--- config.mk ---
export PLATFORM = sky130hd
export DESIGN_NAME = rail_sequencer
export DESIGN_NICKNAME = d
export VERILOG_FILES = /design/src/rail_seq_pkg.sv /design/src/rail_sequencer.sv /design/src/retry_interval_timer.sv
export SDC_FILE = /design/constraint.sdc
export NUM_CORES = 1
export LEC_CHECK = 0
export ABC_AREA = 1
export BUFFER_PORTS_ARGS = -buffer_cell sky130_fd_sc_hd__buf_2
export CAP_MARGIN = 15
export CELL_PAD_IN_SITES_DETAIL_PLACEMENT = 0
export CELL_PAD_IN_SITES_GLOBAL_PLACEMENT = 1
export CORE_UTILIZATION = 37
export CTS_CLUSTER_SIZE = 8
export DETAILED_ROUTE_END_ITERATION = 16
export HOLD_SLACK_MARGIN = 0.1
export PLACE_DENSITY = 0.85
export REMOVE_ABC_BUFFERS = 1
export SLEW_MARGIN = 20
export SYNTH_ARGS = -nofsm -noshare
export SYNTH_HDL_FRONTEND = slang
export SYNTH_SLANG_ARGS = --single-unit
--- constraint.sdc ---
create_clock -name core_clk -period 3.6 [get_ports core_clk]
set_input_delay 0.36 -clock core_clk [delete_from_list [all_inputs] [get_ports core_clk]]
set_output_delay 0.36 -clock core_clk [all_outputs]
set_load 0.005 [all_outputs]
--- src/rail_seq_pkg.sv ---
// Shared constants, types and register map for the rail sequencing block
`default_nettype none
package rail_seq_pkg;
    // Management command codes
    localparam logic [7:0] CODE_RAIL_ORDER = 8'h00_E0;
    localparam logic [7:0] CODE_GROUP = 8'h00_E2;
    localparam logic [7:0] CODE_IDENT = 8'h00_E4;
    localparam logic [7:0] CODE_OC_ACTION = 8'h00_E5;

    // Reset values
    localparam logic [15:0] RAIL_ORDER_RESET = 16'h0000;
    localparam logic [31:0] GROUP_RESET = 32'h0000_0000;
    localparam logic [7:0] OC_ACTION_RESET = 8'h00_80;

    // Rail order word fields
    localparam int PRE_EN_BIT = 15;
    localparam int PRE_ID_LSB = 8;
    localparam int FOL_EN_BIT = 7;
    localparam int FOL_ID_LSB = 0;

    // Group word fields
    localparam int FAULT_GID_LSB = 0;
    localparam int FAULT_IMMED_BIT = 5;
    localparam int OP_GID_LSB = 8;
    localparam int OP_EN_BIT = 13;
    localparam int VOUT_GID_LSB = 16;
    localparam int VOUT_EN_BIT = 21;

    // Overcurrent action fields
    localparam int OC_MODE_LSB = 6;
    localparam int OC_RETRY_LSB = 3;
    localparam int OC_TIME_LSB = 0;
    localparam logic [1:0] OC_MODE_RETRY = 2'h2;
    localparam logic [1:0] OC_MODE_RESUME = 2'h3;
    localparam logic [2:0] RETRY_NONE = 3'h0;
    localparam logic [2:0] RETRY_ENDLESS = 3'h7;

    // Retry timing
    localparam int CLK_KHZ = 50_000;
    localparam int RETRY_STEP_MS = 35;
    localparam int RETRY_STEP_CYCLES = RETRY_STEP_MS * CLK_KHZ;
    localparam int UNIT_W = 21;

    // Group bus event kinds
    typedef enum logic [2:0] {
        EVT_NONE = 3'h0,
        EVT_POWER_GOOD = 3'h1,
        EVT_POWER_DOWN = 3'h2,
        EVT_POWER_FAIL = 3'h3,
        EVT_OPERATION = 3'h4,
        EVT_VOUT_COMMAND = 3'h5,
        EVT_SHARE_FAIL = 3'h6
    } evt_kind_t;

    typedef struct packed {
        logic valid;
        evt_kind_t kind;
        logic [4:0] id;
    } gbus_evt_t;

    typedef struct packed {
        logic valid;
        logic write;
        logic [7:0] code;
        logic [31:0] data;
    } mgmt_cmd_t;

    typedef struct packed {
        logic valid;
        logic error;
        logic [127:0] data;
    } mgmt_rsp_t;
endpackage
`default_nettype wire

--- src/rail_sequencer.sv ---
// Rail sequencing, group event handling and overcurrent response
//
// What this block does
// - Output turns on only when enabled and the preceding rail reported power good.
// - Output turns off, after its turn-off delay, when following rail reports power down.
// - Rail order bits 12:8 hold the preceding rail identifier, 0 to 31.
// - Rail order bits 4:0 hold the following rail identifier, 0 to 31.
// - Rail order bit 15 enables waiting on a preceding rail.
// - Rail order bit 7 enables reacting to a following rail.
// - Group bits 4:0 are the fault group, sent with our power-fail events.
// - Group bits 12:8 are the operation group, sent with broadcast operation events.
// - Group bits 20:16 are the voltage group; bit 21 enables acting on matches.
// - Group bit 13 enables acting on operation events with our group.
// - Matching power-fail: bit 5 low sequenced shutdown, high immediate shutdown.
// - Current-sharing rails spread power-fail responses regardless of group settings.
// - Identifier is read-only; a read returns a 16-character ASCII string.
// - Overcurrent mode 10 turns off then retries; 11 turns off and resumes.
// - Every overcurrent response drives the alert line low and sets the status bit.
// - Bits 5:3 give the number of restart attempts after overcurrent shutdown.
// - Retry count 000 stays off until cleared; 111 retries without limit.
// - Restart interval is field bits 2:0 plus one, times 35 ms.
`default_nettype none
module rail_sequencer #(
    parameter int RETRY_STEP_CYCLES = rail_seq_pkg::RETRY_STEP_CYCLES,
    // Arbitrary neutral identifier string
    parameter logic [127:0] IDENT_STRING = "RAIL-SEQ-CORE-01"
) (
    input wire logic core_clk,
    input wire logic rstn,
    input wire rail_seq_pkg::mgmt_cmd_t cmd,
    output rail_seq_pkg::mgmt_rsp_t rsp,
    input wire logic enable_state,
    input wire logic [4:0] own_rail_id,
    input wire logic [15:0] turn_off_delay,
    input wire logic current_share_on,
    input wire logic oc_fault,
    input wire logic clear_faults,
    input wire logic bcast_operation_req,
    input wire logic bcast_vout_req,
    input wire rail_seq_pkg::gbus_evt_t gbus_in,
    output rail_seq_pkg::gbus_evt_t gbus_out,
    output logic rail_on,
    output logic alert_line_n,
    output logic oc_status,
    output logic operation_hit,
    output logic vout_hit
);
    typedef enum logic [2:0] {
        S_OFF, S_WAIT_PRE, S_ON, S_SEQ_OFF, S_RETRY_WAIT, S_RESUME_WAIT, S_FAULT_HOLD
    } seq_state_t;

    // Configuration registers
    logic [15:0] rail_order_setup, next_rail_order_setup;
    logic [31:0] rail_group_setup, next_rail_group_setup;
    logic [7:0] overcurrent_fault_action, next_overcurrent_fault_action;

    rail_seq_pkg::mgmt_rsp_t next_rsp;

    always_comb begin
        next_rail_order_setup = rail_order_setup;
        next_rail_group_setup = rail_group_setup;
        next_overcurrent_fault_action = overcurrent_fault_action;

        next_rsp = '0;

        if (cmd.valid) begin
            next_rsp.valid = 1'b1;
            unique case (cmd.code)
                rail_seq_pkg::CODE_RAIL_ORDER: begin
                    if (cmd.write) next_rail_order_setup = cmd.data[15:0];
                    next_rsp.data = {112'h0, rail_order_setup};
                end

                rail_seq_pkg::CODE_GROUP: begin
                    if (cmd.write) next_rail_group_setup = cmd.data;
                    next_rsp.data = {96'h0, rail_group_setup};
                end

                rail_seq_pkg::CODE_IDENT: begin
                    // Writes refused, string is fixed
                    next_rsp.error = cmd.write;
                    next_rsp.data = cmd.write ? 128'h0 : IDENT_STRING;
                end

                rail_seq_pkg::CODE_OC_ACTION: begin
                    if (cmd.write) next_overcurrent_fault_action = cmd.data[7:0];
                    next_rsp.data = {120'h0, overcurrent_fault_action};
                end

                default: next_rsp.error = 1'b1;
            endcase
        end
    end

    always_ff @(posedge core_clk or negedge rstn) begin
        if (!rstn) begin
            rail_order_setup <= rail_seq_pkg::RAIL_ORDER_RESET;
            rail_group_setup <= rail_seq_pkg::GROUP_RESET;
            overcurrent_fault_action <= rail_seq_pkg::OC_ACTION_RESET;
            rsp <= '0;
        end else begin
            rail_order_setup <= next_rail_order_setup;
            rail_group_setup <= next_rail_group_setup;
            overcurrent_fault_action <= next_overcurrent_fault_action;
            rsp <= next_rsp;
        end
    end

    // Field views
    logic pre_en, fol_en, fault_immed, op_en, vout_en;
    logic [4:0] pre_id, fol_id, fault_gid, op_gid, vout_gid;
    logic [1:0] oc_mode;
    logic [2:0] retry_limit, retry_time;

    assign pre_en = rail_order_setup[rail_seq_pkg::PRE_EN_BIT];
    assign pre_id = rail_order_setup[rail_seq_pkg::PRE_ID_LSB +: 5];
    assign fol_en = rail_order_setup[rail_seq_pkg::FOL_EN_BIT];
    assign fol_id = rail_order_setup[rail_seq_pkg::FOL_ID_LSB +: 5];

    assign fault_gid = rail_group_setup[rail_seq_pkg::FAULT_GID_LSB +: 5];
    assign fault_immed = rail_group_setup[rail_seq_pkg::FAULT_IMMED_BIT];

    assign op_gid = rail_group_setup[rail_seq_pkg::OP_GID_LSB +: 5];
    assign op_en = rail_group_setup[rail_seq_pkg::OP_EN_BIT];

    assign vout_gid = rail_group_setup[rail_seq_pkg::VOUT_GID_LSB +: 5];
    assign vout_en = rail_group_setup[rail_seq_pkg::VOUT_EN_BIT];

    assign oc_mode = overcurrent_fault_action[rail_seq_pkg::OC_MODE_LSB +: 2];
    assign retry_limit = overcurrent_fault_action[rail_seq_pkg::OC_RETRY_LSB +: 3];
    assign retry_time = overcurrent_fault_action[rail_seq_pkg::OC_TIME_LSB +: 3];

    // Received event decode
    logic pre_good_evt, pre_down_evt, fol_down_evt, fail_evt;
    assign pre_good_evt = gbus_in.valid && gbus_in.kind == rail_seq_pkg::EVT_POWER_GOOD
        && gbus_in.id == pre_id;

    assign pre_down_evt = gbus_in.valid && gbus_in.kind == rail_seq_pkg::EVT_POWER_DOWN
        && gbus_in.id == pre_id;

    assign fol_down_evt = fol_en && gbus_in.valid
        && gbus_in.kind == rail_seq_pkg::EVT_POWER_DOWN && gbus_in.id == fol_id;

    assign fail_evt = gbus_in.valid && ((gbus_in.kind == rail_seq_pkg::EVT_POWER_FAIL
        && gbus_in.id == fault_gid)
        || (current_share_on && gbus_in.kind == rail_seq_pkg::EVT_SHARE_FAIL));

    // Sequencer state
    seq_state_t state, next_state;

    logic pre_seen, next_pre_seen;
    logic [15:0] off_cnt, next_off_cnt;
    logic [2:0] attempts, next_attempts;
    logic next_rail_on, next_oc_status, next_alert_line_n;
    logic next_operation_hit, next_vout_hit;
    rail_seq_pkg::gbus_evt_t next_gbus_out;
    logic timer_start, timer_done;

    retry_interval_timer #(
        .UNIT_CYCLES(RETRY_STEP_CYCLES)
    ) retry_interval_timer_i (
        .core_clk(core_clk),
        .rstn(rstn),
        .start(timer_start),
        .abort(next_state != S_RETRY_WAIT),
        .steps(retry_time),
        .done(timer_done)
    );

    always_comb begin
        logic fault_entry;
        fault_entry = 1'b0;
        next_state = state;
        next_off_cnt = off_cnt;
        next_attempts = attempts;

        timer_start = 1'b0;
        next_gbus_out = '0;

        // Hold predecessor status until it reports power down
        next_pre_seen = pre_good_evt ? 1'b1 : (pre_down_evt ? 1'b0 : pre_seen);

        // A new fault outranks a clear in the same cycle
        next_oc_status = (oc_status && !clear_faults) || (oc_fault && rail_on);
        unique case (state)
            S_OFF: begin
                next_attempts = 3'h0;
                if (enable_state) next_state = S_WAIT_PRE;
            end

            S_WAIT_PRE: begin
                if (!enable_state || fail_evt) begin
                    next_state = S_OFF;
                end else if (!pre_en || pre_seen) begin
                    next_state = S_ON;
                    next_gbus_out = '{1'b1, rail_seq_pkg::EVT_POWER_GOOD, own_rail_id};
                end
            end

            S_ON: begin
                // Fault outranks other exits
                if (oc_fault) begin
                    fault_entry = 1'b1;
                end else if (fail_evt && fault_immed) begin
                    next_state = S_OFF;
                    next_gbus_out = '{1'b1, rail_seq_pkg::EVT_POWER_DOWN, own_rail_id};
                end else if (fail_evt || !enable_state || fol_down_evt) begin
                    next_state = S_SEQ_OFF;
                    next_off_cnt = 16'h0;
                end
            end

            S_SEQ_OFF: begin
                if (oc_fault) begin
                    fault_entry = 1'b1;
                end else if (off_cnt >= turn_off_delay || (fail_evt && fault_immed)) begin
                    next_state = S_OFF;
                    next_gbus_out = '{1'b1, rail_seq_pkg::EVT_POWER_DOWN, own_rail_id};
                end else begin
                    next_off_cnt = off_cnt + 16'h1;
                end
            end

            S_RETRY_WAIT: begin
                if (!enable_state) next_state = S_OFF;
                else if (timer_done) next_state = S_WAIT_PRE;
            end

            S_RESUME_WAIT: begin
                if (!enable_state) next_state = S_OFF;
                else if (!oc_fault) next_state = S_WAIT_PRE;
            end

            S_FAULT_HOLD: begin
                // Only a clear with the fault gone releases the rail
                if (clear_faults && !oc_fault) next_state = S_OFF;
            end
        endcase

        if (fault_entry) begin
            // Output off at once in every mode
            next_gbus_out = '{1'b1, current_share_on ? rail_seq_pkg::EVT_SHARE_FAIL
                : rail_seq_pkg::EVT_POWER_FAIL, fault_gid};
            if (oc_mode == rail_seq_pkg::OC_MODE_RESUME) begin
                next_state = S_RESUME_WAIT;
            end else if (retry_limit == rail_seq_pkg::RETRY_NONE
                || (retry_limit != rail_seq_pkg::RETRY_ENDLESS
                && attempts >= retry_limit)) begin
                next_state = S_FAULT_HOLD;
            end else begin
                next_state = S_RETRY_WAIT;
                timer_start = 1'b1;
                if (retry_limit != rail_seq_pkg::RETRY_ENDLESS) begin
                    next_attempts = attempts + 3'h1;
                end
            end
        end

        // Broadcasts only go out on an otherwise idle cycle
        if (!next_gbus_out.valid && bcast_operation_req) begin
            next_gbus_out = '{1'b1, rail_seq_pkg::EVT_OPERATION, op_gid};
        end else if (!next_gbus_out.valid && bcast_vout_req) begin
            next_gbus_out = '{1'b1, rail_seq_pkg::EVT_VOUT_COMMAND, vout_gid};
        end

        next_rail_on = next_state == S_ON || next_state == S_SEQ_OFF;
        next_alert_line_n = !next_oc_status;

        next_operation_hit = op_en && gbus_in.valid
            && gbus_in.kind == rail_seq_pkg::EVT_OPERATION && gbus_in.id == op_gid;
        next_vout_hit = vout_en && gbus_in.valid
            && gbus_in.kind == rail_seq_pkg::EVT_VOUT_COMMAND && gbus_in.id == vout_gid;
    end

    always_ff @(posedge core_clk or negedge rstn) begin
        if (!rstn) begin
            state <= S_OFF;
            pre_seen <= 1'b0;
            off_cnt <= 16'h0;
            attempts <= 3'h0;
            rail_on <= 1'b0;
            oc_status <= 1'b0;
            alert_line_n <= 1'b1;
            operation_hit <= 1'b0;
            vout_hit <= 1'b0;
            gbus_out <= '0;
        end else begin
            state <= next_state;
            pre_seen <= next_pre_seen;
            off_cnt <= next_off_cnt;
            attempts <= next_attempts;
            rail_on <= next_rail_on;
            oc_status <= next_oc_status;
            alert_line_n <= next_alert_line_n;
            operation_hit <= next_operation_hit;
            vout_hit <= next_vout_hit;
            gbus_out <= next_gbus_out;
        end
    end
endmodule
`default_nettype wire

--- src/retry_interval_timer.sv ---
// Restart interval timer counting whole 35 ms steps
`default_nettype none
module retry_interval_timer #(
    parameter int UNIT_CYCLES = rail_seq_pkg::RETRY_STEP_CYCLES
) (
    input wire logic core_clk,
    input wire logic rstn,
    input wire logic start,
    input wire logic abort,
    input wire logic [2:0] steps,
    output logic done
);
    logic busy, next_busy;
    logic [rail_seq_pkg::UNIT_W-1:0] unit_cnt, next_unit_cnt;
    logic [2:0] step_cnt, next_step_cnt;
    logic next_done;

    always_comb begin
        next_busy = busy;
        next_unit_cnt = unit_cnt;
        next_step_cnt = step_cnt;
        next_done = 1'b0;
        if (abort) begin
            next_busy = 1'b0;
        end else if (start) begin
            // Field value plus one steps
            next_busy = 1'b1;
            next_unit_cnt = '0;
            next_step_cnt = steps;
        end else if (busy) begin
            if (unit_cnt == rail_seq_pkg::UNIT_W'(UNIT_CYCLES - 1)) begin
                next_unit_cnt = '0;
                if (step_cnt == 3'h0) begin
                    next_busy = 1'b0;
                    next_done = 1'b1;
                end else begin
                    next_step_cnt = step_cnt - 3'h1;
                end
            end else begin
                next_unit_cnt = unit_cnt + 1'b1;
            end
        end
    end

    always_ff @(posedge core_clk or negedge rstn) begin
        if (!rstn) begin
            busy <= 1'b0;
            unit_cnt <= '0;
            step_cnt <= 3'h0;
            done <= 1'b0;
        end else begin
            busy <= next_busy;
            unit_cnt <= next_unit_cnt;
            step_cnt <= next_step_cnt;
            done <= next_done;
        end
    end
endmodule
`default_nettype wire

==> Yosys cells after proc, flatten, opt, wreduce, memory -nomap -nowiden <==
Index checks and enable logic that the tools add are counted.
{ "word_totals": {"inputBits": 80, "out_inout_bits": 144, "reg_bits": 249, "elab_cells": 181} }
{ "classes": {"muxes": 67, "bitwise_logic": 1, "magnitude_cmp": 2, "reduce_logical": 52, "eq_ne": 33, "add_sub_neg": 4} }
{ "ops": {"columns": ["operator", "n"], "rows": [
  ["$pmux W127 S4", 1],
  ["$mux W130", 1],
  ["$mux W127", 1],
  ["$mux W9", 9],
  ["$mux W16", 5],
  ["$mux W3", 24],
  ["$mux W21", 3],
  ["$eq A8 B8 Y1 const B", 4],
  ["$pmux W16 S2", 1],
  ["$pmux W9 S3", 1],
  ["$eq A5 B5 Y1", 5],
  ["$logic_and A1 B1 Y1", 23],
  ["$add A21 B1 Y21 const B", 1],
  ["$eq A21 B21 Y1 const B", 1],
  ["$pmux W3 S7", 1],
  ["$eq A3 B2 Y1 const B", 6],
  ["$eq A3 B3 Y1 const B", 6],
  ["$mux W1", 17],
  ["$add A16 B1 Y16 const B", 1],
  ["$ge A16 B16 Y1", 1],
  ["$ne A2 B2 Y1 const B", 5],
  ["$logic_not A3 Y1", 3],
  ["$reduce_and A3 Y1", 3],
  ["$logic_or A1 B1 Y1", 8],
  ["17 further kinds", 28]
]} }

==> Longest topological paths before layout <==
Gate-level depths: netlist of run 1.
{ "depth": {"ltp_word": 14, "ltp_mapped": 20} }

==> By module <==
Synthesis of run 1 repeated with hierarchy kept, for this count alone.
{ "unflattened": {"hier_cells": 1141, "hier_area_um2": 9132.5} }
{ "by_module_without_submodules": {"columns": ["module", "cells_per_inst", "area_each_um2", "n_inst"], "rows": [
  ["rail_sequencer", 879, 7367.1, 1],
  ["retry_interval_timer", 262, 1765.4, 1]
]} }

==> Least setup slack after synthesis of run 1 <==
No wires, ideal clock.
{ "synth_path": {"path_kind": "register to register", "startpoint": "register overcurrent_fault_action[3]", "endpoint": "register retry_interval_timer_i.unit_cnt[20] in the netlist's numbering", "path_stages_with_launch": 16, "t_arrival_ns": 2.022, "setup_ns": 0.065, "synth_period_minus_slack_ns": 2.087, "setup_slack_ns": 1.513, "cell_sequence": "dfrtp_1 -> ha_1 -> inv_1 -> nand2_1 -> a21oi_1 -> nor2_1 -> o21ai_0 -> o31ai_1 -> nor2_2 -> inv_2 -> nand2_2 -> inv_1 -> nor3_4 -> buf_6 -> nand2_1 -> nand2_1"} }
{ "synth_via": {"elab_chain_len": 9, "elab_cells_between_ends": 16, "classes_between": "1 x order compare; 2 x eq/ne; 7 x mux; 1 x bitwise; 5 x reduce/logical"} }
{ "synth_lines": {"columns": ["item", "line_no", "rtl"], "rows": [
  ["from (decl)", "rail_sequencer.sv:55", "logic [7:0] overcurrent_fault_action, next_overcurrent_fault_action;"],
  ["from (signal assigned)", "rail_sequencer.sv:99", "overcurrent_fault_action <= rail_seq_pkg::OC_ACTION_RESET;"],
  ["from (signal assigned)", "rail_sequencer.sv:104", "overcurrent_fault_action <= next_overcurrent_fault_action;"],
  ["$ge A3 B3 Y1 / $ne A3 B3 Y1 (equally long branches)", "rail_sequencer.sv:248, rail_sequencer.sv:247", null],
  ["$logic_and A1 B1 Y1", "rail_sequencer.sv:248", "&& attempts >= retry_limit)) begin"],
  ["$logic_or A1 B1 Y1 *", "rail_sequencer.sv:247", "|| (retry_limit != rail_seq_pkg::RETRY_ENDLESS"],
  ["$mux W2", "rail_sequencer.sv:246", "end else if (retry_limit == rail_seq_pkg::RETRY_NONE"],
  ["$mux W2", "rail_sequencer.sv:244", "if (oc_mode == rail_seq_pkg::OC_MODE_RESUME) begin"],
  ["$mux W3", "rail_sequencer.sv:240", "if (fault_entry) begin"],
  ["$ne A3 B3 Y1", "rail_sequencer.sv:165", ".abort(next_state != S_RETRY_WAIT),"],
  ["$not A1 Y1 (no line)", null, null],
  ["$reduce_and A2 Y1 (no line)", null, null],
  ["to (signal assigned)", "retry_interval_timer.sv:53", "unit_cnt <= next_unit_cnt;"],
  ["to (decl)", "retry_interval_timer.sv:14", "logic [rail_seq_pkg::UNIT_W-1:0] unit_cnt, next_unit_cnt;"]
]} }
Mark *: on every way between the ends. The rest lies on a longest branch, timed or not.
A chain may end at the register's enable or synchronous reset.

==> Final worst setup path of run 1 <==
{ "layout_path": {"startpoint": "register retry_interval_timer_i.unit_cnt[1] in the netlist's numbering", "endpoint": "register retry_interval_timer_i.step_cnt[0]"} }
{ "layout_via": {"elab_chain_len": 3} }
{ "layout_lines": {"columns": ["item", "line_no", "rtl"], "rows": [
  ["$eq A21 B21 Y1", "retry_interval_timer.sv:31", "if (unit_cnt == rail_seq_pkg::UNIT_W'(UNIT_CYCLES - 1)) begin"],
  ["$reduce_bool A2 Y1 (no line)", null, null],
  ["$reduce_and A4 Y1 (no line)", null, null],
  ["to (signal assigned)", "retry_interval_timer.sv:54", "step_cnt <= next_step_cnt;"],
  ["to (decl)", "retry_interval_timer.sv:15", "logic [2:0] step_cnt, next_step_cnt;"]
]} }
No other way between the ends.

==> results.ini, run 1 <==
[sta]
clock.fmax_mhz = 384
final-max-slew-violation-count = 0
final-hold-violation-count = 0
timing.final.setup_violations = 0
min_period_over_period_pct = 72.3
worst-slew-pin-transition_ps = 961
rsz0062_at_grt = false
slew-limit-headroom_pct = 36.0
skew_ps = 19.2
final.min_clock_period_ps = 2600
hold_slack_ps = 55.9
setup_total_negative_slack_ps = 0

[worst_setup_path]
critPathMaxFanout = 12
critical_path.startpoint_type = flop
worstSetupEndpointType = flop
cp.required_ps = 3920
timing.critical_path.arrival_ps = 2920
crit_type = flop to flop

[grt]
grtUsageTotal_pct = 18.8
antenna_found_initial = 1
grt_remaining_overflow = 0
first_global_vias = 6979
wire_length_of_the_first_global_routing_pass_mm = 36.5
pin_count_of_the_biggest_net_entering_global_routing = 104

[power]
swShare_pct = 34.5
pwr-share-comb_pct = 18.9
power_per_cell_area_nw_per_um2 = 458
share_seq_of_total_power_pct = 41.5
internal_power_mw = 3.11
power.static_leakage_nw = 5.31
power.clock.fraction_pct = 39.6
net-switching-power_mw = 1.64
maximum_vdd_drop_mv = 0.351

[yosys]
post-synth-top-area-cell = sky130_fd_sc_hd__dfrtp_1
synth_largest_type_area_fraction_pct = 42.0
synth.ff_latch_count = 154
netlist_area_sq_um = 9060
synth_cell_types = 49
syn_inst = 1110
top_cells_by_area_synth = sky130_fd_sc_hd__dfrtp_1, sky130_fd_sc_hd__nand2_1, sky130_fd_sc_hd__buf_4
yosys_warnings = 0
syn_avg_cell_area_sq_um = 8.16
synth-seq-area-share_pct = 42.6

[route]
avgViaCountPerCell = 4.75
drt_drc_violations_left = 0
vias = 7426
first_pass_iters = 5
drt.antenna.violating_nets = 0
dr.first_iter.drc_count = 505
routedWlPerCell_microns = 14.4
postRouteWirelength_mm = 22.5

[placed_design]
place.detailed.hpwl_mm = 16.6
port_buffers = 167
routabilityCongestion = 0.869
dpl_cell_area_sq_um = 9710

[floorplanning]
coreArea_sq_um = 23800
core.rowCount = 56
initial_utilization_pct = 38.1
die_area_sq_um = 25100
io_pins = 224
dieWidth_microns = 158
fp.dieH_microns = 158

[clock_network]
cts_sinks = 154
worstSkewPairLatency_ps = 440
postCtsResizedCells = 0
tritoncts_clock_tree = yes
post_cts_hold_buffer_count = 0
cts_buffers = 17
clock_tree.htree_level_count = 4
ctsRootBufferMaster = sky130_fd_sc_hd__clkbuf_16
path_clk_slew_ps = 80
post_cts_buffers = 0
cts-root-to-sink-buffers = 2

[outcome]
status = completed

[flow_run]
max_cap_check_violation_count = 0

[cells_and_area]
design.final.nets = 1337
final_cell_area_sq_um = 10400
utilization_pct = 43.6
insertedDiodeCount = 0
areaGrowthSynthToFinish_pct = 14.3
fillerInstances = 2371
drive_above_1_share_pct = 23.0

[hold_path]
hold_path_class = input pin to async pin

stage by stage:
stage	power, mW	instances	worst slack [ps]
5_1_grt	5.01	1565	719
3_5_place_dp	2.90	1533	991
3_3_place_gp	2.89	1533	1030
6_report	4.75	1565	999
4_1_cts	4.79	1565	991
2_1_floorplan	2.57	1042	699
worst max-delay path, cell delays in order, from the launching register on:
cell                      delay [ps]
sky130_fd_sc_hd__dfrtp_1         390
sky130_fd_sc_hd__ha_1            290
sky130_fd_sc_hd__nand3_1         180
sky130_fd_sc_hd__inv_1           200
sky130_fd_sc_hd__nand4_1         150
sky130_fd_sc_hd__nor3_1          160
sky130_fd_sc_hd__buf_4           230
sky130_fd_sc_hd__inv_1           100
sky130_fd_sc_hd__nand2_1          80
sky130_fd_sc_hd__inv_1            60
sky130_fd_sc_hd__nor2_1          270
sky130_fd_sc_hd__nand4_1         220
sky130_fd_sc_hd__nand2_1         100
sky130_fd_sc_hd__nand2_1          60
layout make-up:
class | count | area (sq um) | share of cell area [%]
inverters | 139 | 522 | 5.04
well taps | 319 | 399 | 3.85
clock inverters | 15 | 221 | 2.14
flip-flops and latches | 154 | 3860 | 37.2
multi-input cells | 749 | 4040 | 39.0
repair buffers | 172 | 892 | 8.62
clock buffers | 17 | 425 | 4.11
placed cells by master, fill, tap and decap left out, types with 8 or more instances in the layout:
| master | count |
|---|---|
| sky130_fd_sc_hd__mux2_2 | 12 |
| sky130_fd_sc_hd__inv_2 | 10 |
| sky130_fd_sc_hd__nor2_1 | 61 |
| sky130_fd_sc_hd__conb_1 | 56 |
| sky130_fd_sc_hd__o31ai_1 | 11 |
| sky130_fd_sc_hd__ha_1 | 24 |
| sky130_fd_sc_hd__clkinv_8 | 9 |
| sky130_fd_sc_hd__o21ai_0 | 67 |
| sky130_fd_sc_hd__inv_1 | 129 |
| sky130_fd_sc_hd__clkbuf_16 | 17 |
| sky130_fd_sc_hd__xor2_1 | 22 |
| sky130_fd_sc_hd__dfrtp_1 | 152 |
| sky130_fd_sc_hd__o22ai_1 | 9 |
| sky130_fd_sc_hd__a21oi_1 | 43 |
| sky130_fd_sc_hd__a22oi_1 | 8 |
| sky130_fd_sc_hd__nor4_1 | 13 |
| sky130_fd_sc_hd__buf_2 | 166 |
| sky130_fd_sc_hd__nand2_1 | 244 |
| sky130_fd_sc_hd__nand2_2 | 22 |
| sky130_fd_sc_hd__nor3_1 | 29 |
| sky130_fd_sc_hd__nand4_1 | 28 |
| sky130_fd_sc_hd__o21ai_2 | 9 |
| sky130_fd_sc_hd__nand3_1 | 38 |
per-layer routing:
layer | GRT usage [%] | vias to the layer above | share of wire (%)
li1 | - | 3718 | -
met1 | 26.2 | 3470 | 47
met2 | 29.8 | 213 | 46
met3 | 3.73 | 23 | 5.3
met4 | 4.90 | 2 | 1.1
met5 | 0 | - | 0.058
sequential cells by signal, summed over array words and instances, names as in the netlist:
register / cells
gbus_out: 9
rail_order_setup: 16
overcurrent_fault_action: 8
attempts: 3
oc_status: 1
rail_group_setup: 32
rsp: 35
operation_hit: 1
off_cnt: 16
retry_interval_timer_i.step_cnt: 3
alert_line_n: 1
state: 3
retry_interval_timer_i.busy: 1
retry_interval_timer_i.unit_cnt: 21
rail_on: 1
vout_hit: 1
pre_seen: 1
retry_interval_timer_i.done: 1
synth_stat cells (all sizes together):
cell,count
nand2,271
o211ai,2
nor4,13
xor2,22
a2111oi,1
o21a,1
o21bai,1
o31ai,11
o21ai,76
nor2,71
o221ai,1
o2111ai,4
inv,139
o2bb2ai,1
o22ai,9
dfrtp,152
xnor2,6
nor3,31
a21oi,44
dfstp,2
ha,24
a22oi,8
nor3b,2
mux2,14
a221oi,1
clkbuf,21
a31oi,3
nand3b,1
buf,102
nand4,28
a221o,1
or2,3
conb,1
nand3,43
power by group through the flow:
stage          Clock [mW]  Combinational (mW)  Sequential, mW
2_1_floorplan           0               0.599            1.97
3_3_place_gp            0               0.886            2.00
3_5_place_dp            0               0.901            2.00
4_1_cts              1.92               0.906            1.97
5_1_grt              1.99                1.03            1.99
6_report             1.88               0.895            1.97
kinds of logic (layout without fill, tap and decap cells):
kind of cell	Yosys count	after routing	share of synthesized area, %
buffers and inverters	262	343	15.2
adders and majority gates	24	24	3.31
DFF	154	154	42.6
other	1	56	0.0414
muxes	14	14	1.74
xor gates and xnor gates	28	28	2.71
AOI/OAI and AO/OA	164	164	10.7
and+or+nand+nor	463	463	23.8
worst paths after layout:
check	startpoint	endpoint	slack, ps	cells after the start
max reg2reg	retry_interval_timer_i.unit_cnt[1]	retry_interval_timer_i.step_cnt[0]	1000	13
max	retry_interval_timer_i.unit_cnt[1]	retry_interval_timer_i.step_cnt[0]	1000	13
min reg2reg	oc_status	alert_line_n	460	1
max in group asynchronous	rstn	rail_order_setup[11]	2720	2
min	rstn	off_cnt[12]	60	1
min in group core_clk	cmd[23]	rail_group_setup[23]	120	2
(Power assumes the default switching activity.)
==> inputs of run 2 (changes only) <==
ABC_AREA = 0   (was 1)
PLACE_DENSITY = 0.86   (was 0.85)
clock period = 2.25 ns   (was 3.6 ns; I/O delays follow)
==> run 2 against run 1 <==
Against the previous run:
- the flow now finishes with violations (negative setup slack)
- final area grew 11%
- final cell count is 8.2% lower
- first-iteration DRC count decreased by 28%
- clock power up 57%
- worst hold slack better by 46 ps
- setup slack worse by 1200 ps
- sequential share of layout area decreased by 3.8 points
- flip-flop and latch count unchanged
- via count is 4.1% lower
- power grew 73%
- non-clock buffer count up 151
- combinational power rose by 140%
- critical path type unchanged
- highest routed layer is now met4
==> results.ini, run 2 <==
[cells_and_area]
multi_input_comb_area_sq_um = 4350  ; +7.8%
areaGrowthSynthToFinish_pct = 33.4
most_frequent_standard_cell_in_the_layout_excluding_fill_and_tap_cells = sky130_fd_sc_hd__buf_2
final-seq-area_sq_um = 3860  ; unchanged
largest_reg_flops = 35  ; unchanged
final_cell_area_sq_um = 11500  ; +11%
mostFrequentLayoutCells = sky130_fd_sc_hd__buf_2, sky130_fd_sc_hd__dfrtp_1, sky130_fd_sc_hd__buf_4, sky130_fd_sc_hd__nor2_1, sky130_fd_sc_hd__mux2_2
design.final.nets = 1214  ; -9.2%
top_flop_regs = rsp x35, rail_group_setup x32, retry_interval_timer_i.unit_cnt x21
fillerInstances = 1978  ; -17%
top_register = rsp
drive_above_1_share_pct = 39.5  ; +17 points

[worst_setup_path]
reg_to_reg_start = off_cnt[6]
crit_type = flop to flop
cp.required_ps = 2610  ; -1310 ps
timing.critical_path.arrival_ps = 2830  ; -90 ps
worst_r2r_path_depth = 12  ; -1
timing.rr.end = retry_interval_timer_i.unit_cnt[17]
reg2reg_slack_ps = -220  ; -1220 ps
worstSetupEndpointType = flop
critical_path.startpoint_type = flop
critPathMaxFanout = 7  ; -5

[floorplanning]
die_area_sq_um = 24000  ; -4.5%
core.rowCount = 55  ; -1.8%
dieWidth_microns = 155  ; -2.3%
fp.dieH_microns = 155  ; -2.3%
io_pins = 224  ; unchanged
initial_utilization_pct = 37.9  ; -0.19 points
coreArea_sq_um = 22800  ; -4.1%

[yosys]
post-synth-top-count-cell = sky130_fd_sc_hd__dfrtp_1
synth-seq-area-share_pct = 44.6  ; +2.0 points
synth_largest_type_area_fraction_pct = 44.0  ; +2.0 points
top_cells_by_area_synth = sky130_fd_sc_hd__dfrtp_1, sky130_fd_sc_hd__buf_4, sky130_fd_sc_hd__mux2_2
netlist_area_sq_um = 8640  ; -4.6%
synth.ff_latch_count = 154  ; unchanged
synth-edff-count = 0  ; unchanged
syn_inst = 845  ; -24%
synth_cell_types = 72  ; +47%
post-synth-top-area-cell = sky130_fd_sc_hd__dfrtp_1
syn_avg_cell_area_sq_um = 10.2  ; +25%
yosys_warnings = 0  ; unchanged
synth_ff_type = sky130_fd_sc_hd__dfrtp_1
ys_top_cells_by_count = sky130_fd_sc_hd__dfrtp_1, sky130_fd_sc_hd__buf_4, sky130_fd_sc_hd__nor2_1
share_of_flip_flops_with_an_asynchronous_set_or_reset_pct = 100  ; unchanged

[hold_path]
hold_path_startpoint = cmd[2]
whs_path_cells = 2
hold_path_class = input pin to flop
min_delay_worst_endpoint = overcurrent_fault_action[2]

[grt]
antenna_found_initial = 1  ; unchanged
grtUsageTotal_pct = 19.3  ; +0.46 points
pin_count_of_the_biggest_net_entering_global_routing = 59  ; -43%
grt_remaining_overflow = 0  ; unchanged
first_global_vias = 6952  ; -0.39%
wire_length_of_the_first_global_routing_pass_mm = 36.5  ; about the same

[sta]
slew-limit-headroom_pct = 66.4  ; +30 points
clock.fmax_mhz = 405  ; +5.4%
final-max-slew-violation-count = 0  ; unchanged
final-hold-violation-count = 0  ; unchanged
final.min_clock_period_ps = 2470  ; -132 ps
timing.final.setup_violations = 47  ; +47
worst-slew-pin-transition_ps = 504  ; -457 ps
rsz0062_at_grt = true
min_period_over_period_pct = 110  ; +37 points
setup_ws_ps = -219  ; -1220 ps
skew_ps = 12.0  ; -7.20 ps

[outcome]
violations = negative setup slack
status = complete, but fails checks

[clock_network]
tritoncts_clock_tree = yes
path_clk_slew_ps = 70  ; about the same
cts_buffers = 17  ; unchanged
cts-root-to-sink-buffers = 2  ; unchanged
worstSkewPairLatency_ps = 440  ; about the same
clock_tree.htree_level_count = 4  ; unchanged
cts_sinks = 154  ; unchanged
ctsRootBufferMaster = sky130_fd_sc_hd__clkbuf_16

[route]
vias = 7121  ; -4.1%
postRouteWirelength_mm = 23.0  ; +2.1%
first_pass_iters = 5  ; unchanged
drt.antenna.violating_nets = 0  ; unchanged
drt_drc_violations_left = 0  ; unchanged
routedWlPerCell_microns = 16.0  ; +11%
avgViaCountPerCell = 4.96  ; +4.4%
dr.first_iter.drc_count = 362  ; -28%

[placed_design]
dpl_cell_area_sq_um = 10000  ; +3.3%
port_buffers = 167  ; unchanged
routabilityCongestion = 0.829  ; -4.7%
place.detailed.hpwl_mm = 16.1  ; -2.9%

[power]
power.static_leakage_nw = 5.87  ; +11%
power_per_cell_area_nw_per_um2 = 711  ; +55%
power.total_mw = 8.20  ; +73%
maximum_vdd_drop_mv = 0.465  ; +32%

[flow_run]
max_cap_check_violation_count = 0  ; unchanged

[run 2: cell count changes after synthesis, moves of 8 or more]
cell                       change
sky130_fd_sc_hd__and3_1       +26
sky130_fd_sc_hd__inv_1        -96
sky130_fd_sc_hd__inv_2        -10
sky130_fd_sc_hd__mux2_2       +52
sky130_fd_sc_hd__nand2_1     -204
sky130_fd_sc_hd__nand2_2      -21
sky130_fd_sc_hd__nand2b_1      +8
sky130_fd_sc_hd__nand3_1      -19
sky130_fd_sc_hd__nor2b_1       +8
sky130_fd_sc_hd__nor3_1       -18
sky130_fd_sc_hd__o21ai_0      -38
sky130_fd_sc_hd__o21ai_2       -9
sky130_fd_sc_hd__o31ai_1       -8
[run 2: per-layer routing]
metal / track usage [%] / wire [microns] / part of all wire [%] / vias up
li1: - / - / - / 3384
met1: 25.9 / 10200 / 44 / 3514
met2: 31.7 / 11500 / 50 / 193
met3: 2.58 / 848 / 3.7 / 30
met4: 7.40 / 438 / 1.9 / 0
met5: 0 / 0 / 0 / -
[run 2: worst max-delay path by stage]
stage | slack [ps] | cells after the start | endpoint | start
4_1_cts | -220 | 12 | retry_interval_timer_i.unit_cnt[14] | off_cnt[6]
3_3_place_gp | -410 | 10 | gbus_out[1] | off_cnt[7]
2_1_floorplan | -830 | 6 | rail_group_setup[0] | cmd[35]
5_1_grt | -380 | 12 | retry_interval_timer_i.unit_cnt[17] | off_cnt[6]
6_report | -220 | 12 | retry_interval_timer_i.unit_cnt[17] | off_cnt[6]
3_5_place_dp | -390 | 10 | gbus_out[1] | off_cnt[7]
[run 2: kinds of logic (layout without fill, tap and decap cells)]
group / Yosys count / in the layout / share of synthesized area (%)
xor+xnor: 40 / 40 / 4.05
flops: 154 / 154 / 44.6
simple gates: 243 / 243 / 15.0
other cells: 1 / 57 / 0.0434
compound gates: 147 / 147 / 12.0
buf+inv: 165 / 388 / 11.7
fa+ha+maj: 24 / 24 / 3.47
mux: 71 / 71 / 9.15
[run 2: critical path: stages (launching register included)]
cell	delay, ps
sky130_fd_sc_hd__dfrtp_1	410
sky130_fd_sc_hd__ha_4	220
sky130_fd_sc_hd__a21o_1	190
sky130_fd_sc_hd__a211oi_2	280
sky130_fd_sc_hd__o21a_1	210
sky130_fd_sc_hd__o211ai_1	130
sky130_fd_sc_hd__buf_4	190
sky130_fd_sc_hd__o311a_4	160
sky130_fd_sc_hd__o21ai_4	180
sky130_fd_sc_hd__buf_6	140
sky130_fd_sc_hd__buf_12	110
sky130_fd_sc_hd__o21ai_2	50
sky130_fd_sc_hd__a21oi_1	140
[run 2: area by class of cell]
class | count | area share, %
Multi-Input combinational cell | 581 | 37.7
Sequential cell | 154 | 33.4
Timing Repair Buffer | 323 | 19.0
Clock buffer | 18 | 3.72
Tap cell | 313 | 3.40
Clock inverter | 14 | 1.57
Inverter | 33 | 1.07
Antenna cell | 1 | 0.0217
[run 2: timing repair]
action,in CTS,in global routing
hold endpoints to repair,101,0
resized for setup,40,44
setup buffers,11,7
pin swaps,31,38
cloned,1,1
endpoints found under the setup margin,53,54
hold buffers,35,0
[run 2: per-stage QoR]
step | util (%) | hold slack (ps) | cells | setup slack [ps] | TNS [ps]
2_1_floorplan | - | -70.6 | 768 | -835 | -45330
3_3_place_gp | 44.0 | 206 | 1351 | -410 | -12350
3_5_place_dp | 44.0 | 209 | 1351 | -389 | -12770
4_1_cts | 49.6 | 101 | 1429 | -222 | -6400
5_1_grt | 50.6 | 119 | 1437 | -384 | -14510
6_report | 50.6 | 101 | 1437 | -219 | -7090
[run 2: report_power, final]
group	internal (mW)	switching, mW
Combinational	1.02	1.12
Sequential	2.97	0.136
Clock	1.68	1.27
Total	5.68	2.52
